### config.mk
export PLATFORM = sky130hd
export DESIGN_NAME = pmr_register_bank
export DESIGN_NICKNAME = d
export VERILOG_FILES = /design/src/rtl/pmr_pkg.sv /design/src/rtl/pmr_register_bank.sv /design/src/rtl/pmr_sync_reset.sv
export VERILOG_INCLUDE_DIRS = /design/src /design/src/rtl
export SDC_FILE = /design/constraint.sdc
export NUM_CORES = 2
export LEC_CHECK = 0
export BUFFER_PORTS_ARGS = -buffer_cell sky130_fd_sc_hd__buf_2
export CAP_MARGIN = 20
export CORE_MARGIN = 2
export CORE_UTILIZATION = 25
export DETAILED_ROUTE_END_ITERATION = 8
export HOLD_SLACK_MARGIN = 0.1
export PLACE_DENSITY_LB_ADDON = 0.3
export REMOVE_ABC_BUFFERS = 1
export SYNTH_ARGS = -nofsm -noshare
export SYNTH_HDL_FRONTEND = slang
export SYNTH_HIERARCHICAL = 1
export SYNTH_SLANG_ARGS = --single-unit
### constraint.sdc
create_clock -name ref_clk -period 27.6 [get_ports ref_clk]
set_input_delay 2.76 -clock ref_clk [delete_from_list [all_inputs] [get_ports ref_clk]]
set_output_delay 2.76 -clock ref_clk [all_outputs]
set_load 0.03 [all_outputs]
### src/rtl/pmr_defines.svh
`ifndef PMR_DEFINES_SVH
`define PMR_DEFINES_SVH

// ==========================================================
// register indices on the system-register port
`define PMR_IDX_CTRL        5'h00
`define PMR_IDX_CEN_SET     5'h01
`define PMR_IDX_CEN_CLR     5'h02
`define PMR_IDX_OVF_CLR     5'h03
`define PMR_IDX_SW_INC      5'h04
`define PMR_IDX_SEL         5'h05
`define PMR_IDX_CEID_LO     5'h06
`define PMR_IDX_CEID_HI     5'h07
`define PMR_IDX_CYCLE       5'h08
`define PMR_IDX_SEL_TYPE    5'h09
`define PMR_IDX_CYC_FILT    5'h0a
`define PMR_IDX_SEL_CNT     5'h0b
`define PMR_IDX_USER_EN     5'h0c
`define PMR_IDX_IRQ_SET     5'h0d
`define PMR_IDX_IRQ_CLR     5'h0e
`define PMR_IDX_OVF_SET     5'h0f
`define PMR_IDX_EVCNT0      5'h10
`define PMR_IDX_EVTYPE0     5'h16

// ==========================================================
// identification words and control layout
`define PMR_CEID_LO_VAL     64'h00000a7f7fff0f3f
`define PMR_CEID_HI_VAL     64'h00000000fef2ae7f
`define PMR_NUM_COUNTERS    5'h06
`define PMR_CTRL_N_LSB      11
`define PMR_CTRL_ENABLE     0
`define PMR_CTRL_EV_RESET   1
`define PMR_CTRL_CY_RESET   2
`define PMR_CTRL_RW_MASK    32'h0000007d
`define PMR_CTR_MASK        32'h8000003f

`endif

### src/rtl/pmr_pkg.sv
package pmr_pkg;
    typedef enum logic [1:0] {
        PMR_ACC_IDLE  = 2'b01,
        PMR_ACC_REPLY = 2'b10
    } pmr_acc_state_t;
    typedef logic [31:0] pmr_word_t;
endpackage : pmr_pkg

### src/rtl/pmr_register_bank.sv
// Functional notes
// registers reached only by system-register read and write, no memory map
// identification field in bits 43..0, bits 63..44 read zero
// identification bit reads 1 when event implemented, 0 when not
// bits 43, 41, 38, 37 read 1 for implemented slow-miss and stall events
// bits 42, 40, 39 read 0
// exactly six event counters, reported in control counter-number field
`include "pmr_defines.svh"
`timescale 1ns/100ps
module pmr_register_bank (
    input  wire logic        ref_clk,
    input  wire logic        arst_n,
    input  wire logic        sys_req,
    input  wire logic        sys_write,
    input  wire logic [4:0]  sys_index,
    input  wire logic [63:0] sys_wdata,
    input  wire logic [5:0]  event_pulse,
    output logic             sys_ack,
    output logic [63:0]      sys_rdata,
    output logic             sys_unmapped,
    output logic             count_enable_all,
    output logic [31:0]      overflow_flags
);
    // ==========================================================
    // reset
    logic rst_n;

    pmr_sync_reset u_rst (
        .ref_clk (ref_clk),
        .arst_n  (arst_n),
        .rst_n   (rst_n)
    );

    // ==========================================================
    // state
    pmr_pkg::pmr_acc_state_t state_reg;
    pmr_pkg::pmr_acc_state_t state_next;
    logic [31:0]             ctrl_reg;
    logic [31:0]             cen_reg;
    logic [31:0]             ovf_reg;
    logic [31:0]             irq_en_reg;
    logic [4:0]              sel_reg;
    logic [31:0]             user_en_reg;
    logic [31:0]             cyc_filt_reg;
    logic [63:0]             cycle_reg;
    logic [31:0]             evcnt_reg  [0:5];
    logic [31:0]             evtype_reg [0:5];

    // ==========================================================
    // decode
    function automatic logic [2:0] slot_of(input logic [4:0] idx,
                                           input logic [4:0] base);
        logic [4:0] diff;
        diff = idx - base;
        slot_of = diff[2:0];
    endfunction : slot_of

    function automatic logic in_bank(input logic [4:0] idx,
                                     input logic [4:0] base);
        in_bank = (idx >= base) && (idx < base + `PMR_NUM_COUNTERS);
    endfunction : in_bank

    wire       take       = sys_req && (state_reg == pmr_pkg::PMR_ACC_IDLE);
    wire       wr         = take && sys_write;
    wire [31:0] wd        = sys_wdata[31:0];
    wire       hit_evcnt  = in_bank(sys_index, `PMR_IDX_EVCNT0);
    wire       hit_evtype = in_bank(sys_index, `PMR_IDX_EVTYPE0);
    wire [2:0] ev_slot    = slot_of(sys_index, `PMR_IDX_EVCNT0);
    wire [2:0] ty_slot    = slot_of(sys_index, `PMR_IDX_EVTYPE0);
    wire       sel_valid  = sel_reg < `PMR_NUM_COUNTERS;
    wire [2:0] sel_slot   = sel_reg[2:0];
    wire       mapped     = (sys_index <= `PMR_IDX_OVF_SET)
                            || hit_evcnt || hit_evtype;
    wire       wr_ctrl    = wr && sys_index == `PMR_IDX_CTRL;
    wire       ev_reset   = wr_ctrl && wd[`PMR_CTRL_EV_RESET];
    wire       cy_reset   = wr_ctrl && wd[`PMR_CTRL_CY_RESET];
    wire       enabled    = ctrl_reg[`PMR_CTRL_ENABLE];
    wire [31:0] sw_inc    = (wr && sys_index == `PMR_IDX_SW_INC)
                            ? (wd & 32'h0000003f) : 32'h00000000;

    // control: counter count field constant, only rw bits stored
    wire [31:0] ctrl_view = (ctrl_reg & `PMR_CTRL_RW_MASK)
        | ({27'h0000000, `PMR_NUM_COUNTERS} << `PMR_CTRL_N_LSB);

    // ==========================================================
    // read mux
    logic [63:0] rd_mux;

    always_comb begin
        rd_mux = 64'h0000000000000000;
        if (hit_evcnt) begin
            rd_mux = {32'h00000000, evcnt_reg[ev_slot]};
        end else if (hit_evtype) begin
            rd_mux = {32'h00000000, evtype_reg[ty_slot]};
        end else begin
            unique case (sys_index)
                `PMR_IDX_CTRL:     rd_mux = {32'h00000000, ctrl_view};
                `PMR_IDX_CEN_SET,
                `PMR_IDX_CEN_CLR:  rd_mux = {32'h00000000, cen_reg};
                `PMR_IDX_OVF_CLR,
                `PMR_IDX_OVF_SET:  rd_mux = {32'h00000000, ovf_reg};
                `PMR_IDX_SEL:      rd_mux = {59'h0, sel_reg};

                `PMR_IDX_CEID_LO:  rd_mux = `PMR_CEID_LO_VAL;
                `PMR_IDX_CEID_HI:  rd_mux = `PMR_CEID_HI_VAL;
                `PMR_IDX_CYCLE:    rd_mux = cycle_reg;
                `PMR_IDX_SEL_TYPE: rd_mux = sel_valid
                    ? {32'h00000000, evtype_reg[sel_slot]} : 64'h0;
                `PMR_IDX_CYC_FILT: rd_mux = {32'h00000000, cyc_filt_reg};
                `PMR_IDX_SEL_CNT:  rd_mux = sel_valid
                    ? {32'h00000000, evcnt_reg[sel_slot]} : 64'h0;
                `PMR_IDX_USER_EN:  rd_mux = {32'h00000000, user_en_reg};
                `PMR_IDX_IRQ_SET,
                `PMR_IDX_IRQ_CLR:  rd_mux = {32'h00000000, irq_en_reg};
                default:           rd_mux = 64'h0000000000000000;
            endcase
        end
    end

    // ==========================================================
    // access sequencer: one-cycle reply after each taken request
    always_comb begin
        unique case (state_reg)
            pmr_pkg::PMR_ACC_IDLE:
                state_next = sys_req ? pmr_pkg::PMR_ACC_REPLY
                                     : pmr_pkg::PMR_ACC_IDLE;
            pmr_pkg::PMR_ACC_REPLY: state_next = pmr_pkg::PMR_ACC_IDLE;
            default:                state_next = pmr_pkg::PMR_ACC_IDLE;
        endcase
    end

    always_ff @(posedge ref_clk or negedge rst_n) begin
        if (!rst_n) begin
            state_reg    <= pmr_pkg::PMR_ACC_IDLE;
            sys_ack      <= 1'b0;
            sys_rdata    <= 64'h0000000000000000;
            sys_unmapped <= 1'b0;
        end else begin
            state_reg    <= state_next;
            sys_ack      <= take;
            // write-only index reads zero
            sys_rdata    <= (take && !sys_write) ? rd_mux : 64'h0;
            sys_unmapped <= take && !mapped;
        end
    end

    // ==========================================================
    // control, enables, overflow, selection
    wire [31:0] cen_next = (wr && sys_index == `PMR_IDX_CEN_SET)
        ? (cen_reg | (wd & `PMR_CTR_MASK))
        : (wr && sys_index == `PMR_IDX_CEN_CLR)
        ? (cen_reg & ~wd) : cen_reg;
    wire [31:0] irq_next = (wr && sys_index == `PMR_IDX_IRQ_SET)
        ? (irq_en_reg | (wd & `PMR_CTR_MASK))
        : (wr && sys_index == `PMR_IDX_IRQ_CLR)
        ? (irq_en_reg & ~wd) : irq_en_reg;

    // overflow events from counters wrapping
    logic [31:0] ovf_event;
    logic [31:0] ovf_next;

    always_comb begin
        ovf_next = ovf_reg;
        if (wr && sys_index == `PMR_IDX_OVF_CLR) begin
            ovf_next = ovf_reg & ~wd;
        end
        if (wr && sys_index == `PMR_IDX_OVF_SET) begin
            ovf_next = ovf_reg | (wd & `PMR_CTR_MASK);
        end
        // set beats clear
        ovf_next = ovf_next | ovf_event;
    end

    always_ff @(posedge ref_clk or negedge rst_n) begin
        if (!rst_n) begin
            ctrl_reg     <= 32'h00000000;
            cen_reg      <= 32'h00000000;
            irq_en_reg   <= 32'h00000000;
            ovf_reg      <= 32'h00000000;
            sel_reg      <= 5'h00;
            user_en_reg  <= 32'h00000000;
            cyc_filt_reg <= 32'h00000000;
        end else begin
            if (wr_ctrl) begin
                ctrl_reg <= wd & `PMR_CTRL_RW_MASK;
            end
            if (wr && sys_index == `PMR_IDX_SEL) begin
                sel_reg <= wd[4:0];
            end
            if (wr && sys_index == `PMR_IDX_USER_EN) begin
                user_en_reg <= wd;
            end
            if (wr && sys_index == `PMR_IDX_CYC_FILT) begin
                cyc_filt_reg <= wd;
            end
            cen_reg    <= cen_next;
            irq_en_reg <= irq_next;
            ovf_reg    <= ovf_next;
        end
    end

    // ==========================================================
    // cycle counter; overflow of bit 63 when long mode, else bit 31
    wire cyc_run   = enabled && cen_reg[31];
    wire cyc_long  = ctrl_reg[6];
    wire cyc_wrap  = cyc_run && (cyc_long ? &cycle_reg : &cycle_reg[31:0]);

    always_ff @(posedge ref_clk or negedge rst_n) begin
        if (!rst_n) begin
            cycle_reg <= 64'h0000000000000000;
        end else if (cy_reset) begin
            cycle_reg <= 64'h0000000000000000;
        end else if (wr && sys_index == `PMR_IDX_CYCLE) begin
            cycle_reg <= sys_wdata;
        end else if (cyc_run) begin
            cycle_reg <= cycle_reg + 64'h0000000000000001;
        end
    end

    // ==========================================================
    // six event counters and type registers
    assign ovf_event[31]    = cyc_wrap;
    assign ovf_event[30:6]  = 25'h0000000;

    genvar gi;
    generate
        for (gi = 0; gi < 6; gi = gi + 1) begin : g_ctr
            wire hit_c  = (hit_evcnt && ev_slot == 3'(gi))
                          || (sys_index == `PMR_IDX_SEL_CNT
                              && sel_valid && sel_slot == 3'(gi));
            wire hit_t  = (hit_evtype && ty_slot == 3'(gi))
                          || (sys_index == `PMR_IDX_SEL_TYPE
                              && sel_valid && sel_slot == 3'(gi));
            wire bump   = (enabled && cen_reg[gi] && event_pulse[gi])
                          || sw_inc[gi];
            assign ovf_event[gi] = bump && (&evcnt_reg[gi]);

            always_ff @(posedge ref_clk or negedge rst_n) begin
                if (!rst_n) begin
                    evcnt_reg[gi]  <= 32'h00000000;
                    evtype_reg[gi] <= 32'h00000000;
                end else begin
                    if (ev_reset) begin
                        evcnt_reg[gi] <= 32'h00000000;
                    end else if (wr && hit_c) begin
                        evcnt_reg[gi] <= wd;
                    end else if (bump) begin
                        evcnt_reg[gi] <= evcnt_reg[gi] + 32'h00000001;
                    end
                    if (wr && hit_t) begin
                        evtype_reg[gi] <= wd;
                    end
                end
            end
        end
    endgenerate

    // ==========================================================
    // status outputs
    always_ff @(posedge ref_clk or negedge rst_n) begin
        if (!rst_n) begin
            count_enable_all <= 1'b0;
            overflow_flags   <= 32'h00000000;
        end else begin
            count_enable_all <= enabled;
            overflow_flags   <= ovf_next;
        end
    end
endmodule : pmr_register_bank

### src/rtl/pmr_sync_reset.sv
`timescale 1ns/100ps
module pmr_sync_reset (
    input  wire logic ref_clk,
    input  wire logic arst_n,
    output logic      rst_n
);
    logic stage_reg;

    always_ff @(posedge ref_clk or negedge arst_n) begin
        if (!arst_n) begin
            stage_reg <= 1'b0;
            rst_n     <= 1'b0;
        end else begin
            stage_reg <= 1'b1;
            rst_n     <= stage_reg;
        end
    end
endmodule : pmr_sync_reset

---- Word level (Yosys, flattened, before mapping) ----
Cells that the tools add are included.
operators by class
  $add $sub $neg .......................... 9
  reduce and logical (&&, ||, !) cells .... 124
  magnitude comparators ................... 9
  multiplexer cells ....................... 49
  bitwise gates (word level) .............. 11
  eq/ne operators ......................... 31
operator list
  cell                                                                   count
  32-bit 2-to-1 mux                                                      34
  64-bit one-hot mux with 12 select lines                                1
  32-bit binary-select mux with 3-bit select                             4
  64-bit 2-to-1 mux                                                      6
  32-bit AND reduction                                                   7
  32-bit by 1-bit adder with 32-bit output, second input constant        6
  32-bit bitwise OR                                                      4
  32-bit bitwise AND                                                     3
  1-bit logical AND                                                      78
  64-bit by 1-bit adder with 64-bit output, second input constant        1
  64-bit AND reduction                                                   1
  5-bit by 4-bit equality test with 1-bit output, second input constant  8
  32-bit NOT                                                             1
  3-bit nonzero test                                                     7
  5-bit by 3-bit equality test with 1-bit output, second input constant  4
  1-bit logical OR                                                       20
  3-bit by 2-bit equality test with 1-bit output, second input constant  6
  3-bit equality test, second input constant                             6
  4-bit >= comparator, second input constant                             3
  3-bit NOT with 4-bit output                                            3
  5-bit by 2-bit equality test with 1-bit output, second input constant  2
  5-bit >= comparator, second input constant                             2
  5-bit less-than comparator, second input constant                      2
  3-bit by 1-bit equality test with 1-bit output, second input constant  3
  14 further kinds                                                       21
word-level totals
  logic and storage cells ................. 260
  input port bits ......................... 79
  output and inout bits ................... 99
  register bits after elaboration ......... 690

---- Longest topological paths before layout ----
  depth in word-level cells ............... 9
  gate-level depth with buffers ........... 10
  mapped depth without buffers ............ 7

---- Modules after synthesis ----
The synthesis kept the hierarchy.
by module, submodules not included
  module             area an instance (um^2)  cells each  instances
  pmr_register_bank  38501.9                  3756        1
  pmr_sync_reset     53.8                     3           1

---- Least setup slack after synthesis ----
OpenSTA, ideal clock, no wires.
  path kind ............................... input-to-reg
  from .................................... input port sys_index[4]
  to ...................................... register evtype_reg[10] in the netlist's numbering
  stages on the path ...................... 8
  path buffers ............................ 2
  path slack .............................. 22.438 ns
  required time ........................... 27.475 ns
  arrival ................................. 5.037 ns
  cell sequence ........................... clkbuf_1 > or3b_1 > or4_1 > nor3_2 > a31oi_1 > nor2_1 > buf_2 > mux2_2
on the way
  word-level cells in the longest chain between the ends .. 5
  elaborated cells on any way between the ends .. 9
RTL lines
  element                                            line                                                RTL
  start, declared                                    pmr_register_bank.sv:15                             input wire logic [4:0] sys_index,
  5-bit >= comparator, or another cell as far along  pmr_register_bank.sv:60                             in_bank = (idx >= base) && (idx < base + `PMR_NUM_COUNTERS);
  1-bit logical AND (on tied branches)               pmr_register_bank.sv:60, pmr_register_bank.sv:232
  1-bit logical AND (on tied branches)               pmr_register_bank.sv:231, pmr_register_bank.sv:232
  1-bit logical OR *                                 pmr_register_bank.sv:231                            wire hit_t = (hit_evtype && ty_slot == 3'(gi))
  1-bit logical AND *                                pmr_register_bank.sv:250                            if (wr && hit_t) begin
  end signal, assigned by index                      pmr_register_bank.sv:251                            evtype_reg[gi] <= wd;
  end, declared                                      pmr_register_bank.sv:47                             logic [31:0] evtype_reg [0:5];
Every way passes the cells marked *; elsewhere a longest branch is shown, timed or not.
A chain may end at the register's enable or synchronous reset.

---- Worst setup path after layout ----
  from .................................... input port sys_index[0]
  to ...................................... register evcnt_reg[186] in the netlist's numbering
on the way
  word-level cells in the longest chain between the ends .. 7
  elaborated cells on any way between the ends .. 21
RTL lines
  element                                                                    line                                                RTL
  3-bit by 1-bit subtractor with 3-bit output, or another cell as far along  pmr_register_bank.sv:54                             diff = idx - base;
  3-bit logical NOT, or another cell as far along                            pmr_register_bank.sv:228                            wire hit_c = (hit_evcnt && ev_slot == 3'(gi))
  1-bit logical AND (on tied branches)                                       pmr_register_bank.sv:228, pmr_register_bank.sv:229
  1-bit logical OR                                                           pmr_register_bank.sv:228
  1-bit logical AND                                                          pmr_register_bank.sv:245                            end else if (wr && hit_c) begin
  32-bit 2-to-1 mux                                                          pmr_register_bank.sv:245
  32-bit 2-to-1 mux                                                          pmr_register_bank.sv:243                            if (ev_reset) begin
  end signal, assigned by index                                              pmr_register_bank.sv:246                            evcnt_reg[gi] <= wd;
  end signal, assigned by index                                              pmr_register_bank.sv:248                            evcnt_reg[gi] <= evcnt_reg[gi] + 32'h00000001;
  end, declared                                                              pmr_register_bank.sv:46                             logic [31:0] evcnt_reg [0:5];
Parallel ways exist; a longest one is shown, timed or not.

==> metrics <==
combined area of the multi-input logic cells 0.0199 sq mm; final slew viol count 0; nature of the critical path endpoint flop; type of element launching the critical path input pin; sum of overflow across all layers after global routing 0; filler cell count in the final layout 16000; # H-tree levels 3; cts repair resizes 0; netlist area before placement 0.0386 sq mm; clock transition at the register clock pins on the worst setup and hold paths after CTS approximately 60 ps; count of hold buffers inserted by post-cts repair 0; post-route total power between 2000 and 3000 uW; Post-synth EDFFs 0; Crit Path Category in -> reg; number of max-cap violations 0; total number of placement rows 144; status finished, final reports clean; placer congestion estimate between 0.9 and 1; ys async rst share 1.00; buffer depth of the longest clock path 3; synthesized flop and latch total between 600 and 700; total number of nets in the final design approximately 3900; effective utilization at floorplan 0.251; Power Dens Cells 64.0 mW/mm^2; number of antenna-violating nets in the routed design 0; Critical Path Fanout Max 103; Cells after Synth 3759; first drt pass iteration count 7; total of endpoints with negative setup slack in the final report 0; largest net degree at the start of global routing 104; number of clock buffers inserted by TritonCTS 83; Synth Area per Inst 10.3 sq um; die outline height 397 um; worst relative slew slack 0.241; DRC violations left 0; Hold Crit Class reg -> reg; horizontal die dimension ~400 um; minimum period implied by the final worst setup slack approximately 6000 ps; reported leakage power between 0.015 and 0.02 uW; number of buffer cells added on primary ports 177; Seq/Total Area, Yosys 0.447; final worst path period share 0.222; sinks on the clock net 689; Achievable Freq 163 MHz; via count about 33000; vias in the first global route about 31000; post-detail-place hpwl 106000 um; Slew @ Worst Pin 1140 ps; buffer type at the clock tree root clkbuf_16; share of final-layout standard cells stronger than drive strength 1 0.212; number of I/O pins between 150 and 200; detail-routed via count per cell 5.52; area added between synthesis and finish 15.2%; average detailed-routed wire length per instance 26.8 um; area of the placeable core 0.154 sq mm; clock latency reported for the late side of the worst-skew pair 670 ps; Warnings, synthesis 6; number of antenna violations at the first check in global routing 10; commonest register cell after synthesis dfrtp_1; endpoint arrival time on the critical path 6700 ps; Worst EP required 28160 ps; first-pass GRT wire length between 200000 and 250000 um; distinct cell type count after synthesis 75; number of DRC violations after detailed-routing iteration 0 about 3700; final-layout setup total negative slack 0 ps; Detailed Route WL 158000 um; number of buffers added for setup after CTS 0; Worst VDD drop 0.0000422 V; setup repair after global routing missed its margin no; TritonCTS clock tree yes; global-route usage over all layers 0.197; die area 0.157 sq mm; Storage cell area 0.0173 sq mm; Hold Vio Cnt, Final 0; Worst Clk Skew 31.6 ps
[per-layer routing]
layer	vias up	part of all wire	track usage
met5	-	0.00059	0
met4	16	0.036	0.0705
met3	274	0.072	0.0349
met2	1364	0.45	0.306
met1	16900	0.44	0.274
li1	14000	-	-
[cell usage after synthesis, types with 9 or more instances]
master    instances  area share
dfrtp_1         688        0.45
o21ai_0         311       0.040
nand2_1         288       0.028
a21oi_1         273       0.035
mux2_2          267       0.078
clkbuf_1        255       0.025
mux2i_1         150       0.039
xnor2_1         122       0.028
nand3_1         116       0.015
nor2_1          114       0.011
mux4_2          107       0.063
nand4_1         104       0.017
inv_1            98      0.0095
xor2_1           94       0.021
nor3_1           79       0.010
a21boi_0         76       0.015
a22oi_1          75       0.015
and3_1           63       0.010
o22ai_1          46      0.0075
nor4_1           41      0.0067
o221ai_1         33      0.0075
buf_1            28      0.0027
buf_2            27      0.0035
and4_1           25      0.0057
a222oi_1         24      0.0062
a22o_1           21      0.0048
and2_1           21      0.0034
a221oi_1         18      0.0041
a31oi_1          17      0.0028
o211ai_1         13      0.0025
nand2b_1         10      0.0016
or2_2             9      0.0015
or3_1             9      0.0015
[path summary, 6_finish.rpt]
kind	startpoint	cells after the start	slack, ps	end
worst max-delay path	sys_index[0]	9	21460	evcnt_reg[186]
worst min-delay path	u_rst/stage_reg	0	350	u_rst/rst_n
worst max register to register	sel_reg[1]	7	23340	evtype_reg[50]
worst min register to register	u_rst/stage_reg	0	350	u_rst/rst_n
max in group asynchronous	u_rst/rst_n	4	23600	sys_rdata[2]
min in group asynchronous	u_rst/rst_n	0	460	irq_en_reg[10]
[layout by cell type (no fill, tap or decap), types with 19 or more instances in the layout]
master / instances
dfrtp_1: 685
mux2_2: 267
nor4_1: 41
xor2_1: 94
a22oi_1: 74
nor2_1: 104
and4_1: 25
mux4_2: 107
clkbuf_1: 24
and3_1: 63
o21ai_0: 311
o221ai_1: 33
nor3_1: 74
nand2_1: 284
a21oi_1: 271
buf_2: 175
nand3_1: 115
clkbuf_16: 85
o22ai_1: 45
a222oi_1: 24
mux2i_1: 150
and2_1: 21
a21boi_0: 76
inv_1: 98
nand4_1: 104
a22o_1: 21
xnor2_1: 122
buf_4: 72
clkbuf_8: 19
[layout make-up]
type | count | share of cell area
diodes | 3 | 0.000169
clock buffers | 127 | 0.0555
clock inverters | 22 | 0.00555
inverters | 100 | 0.00845
multi-input cells | 2658 | 0.449
flip-flops and latches | 689 | 0.388
well taps | 2044 | 0.0576
repair buffers | 255 | 0.0355
[power by group]
group / internal [uW] / total [uW] / switching [uW]
combinational: 199 / 454 / 254
clock: 660 / 1120 / 461
sequential: 1120 / 1270 / 151
[kinds of logic after synthesis]
kind of cell               after synthesis  synth area share
AOI/OAI and AO/OA                      975             0.156
xor gates and xnor gates               216            0.0491
adders and majority gates                8           0.00260
buffers and inverters                  412            0.0412
DFF                                    689             0.447
muxes                                  526             0.180
other                                    1         0.0000973
and+or+nand+nor                        932             0.124
[worst max-delay path, stage by stage]
cell	delay, ps
clkbuf_8	440
buf_12	630
or3_1	390
nor3_2	200
nand3_4	130
buf_4	800
buf_4	770
o21ai_0	200
a21oi_1	170
[through the flow]
stage	hold slack (ps)	cell area (sq um)	setup slack, ps	std cells	utilization
6_report	355	44400	21460	5898	0.289
5_1_grt	362	44400	21130	5895	0.289
4_1_cts	362	44300	21560	5889	0.288
3_5_place_dp	340	41600	20870	5740	0.271
3_3_place_gp	339	41600	20910	5740	0.271
2_1_floorplan	331	37300	6970	3447	-
Power figures use the tool's default switching activity.
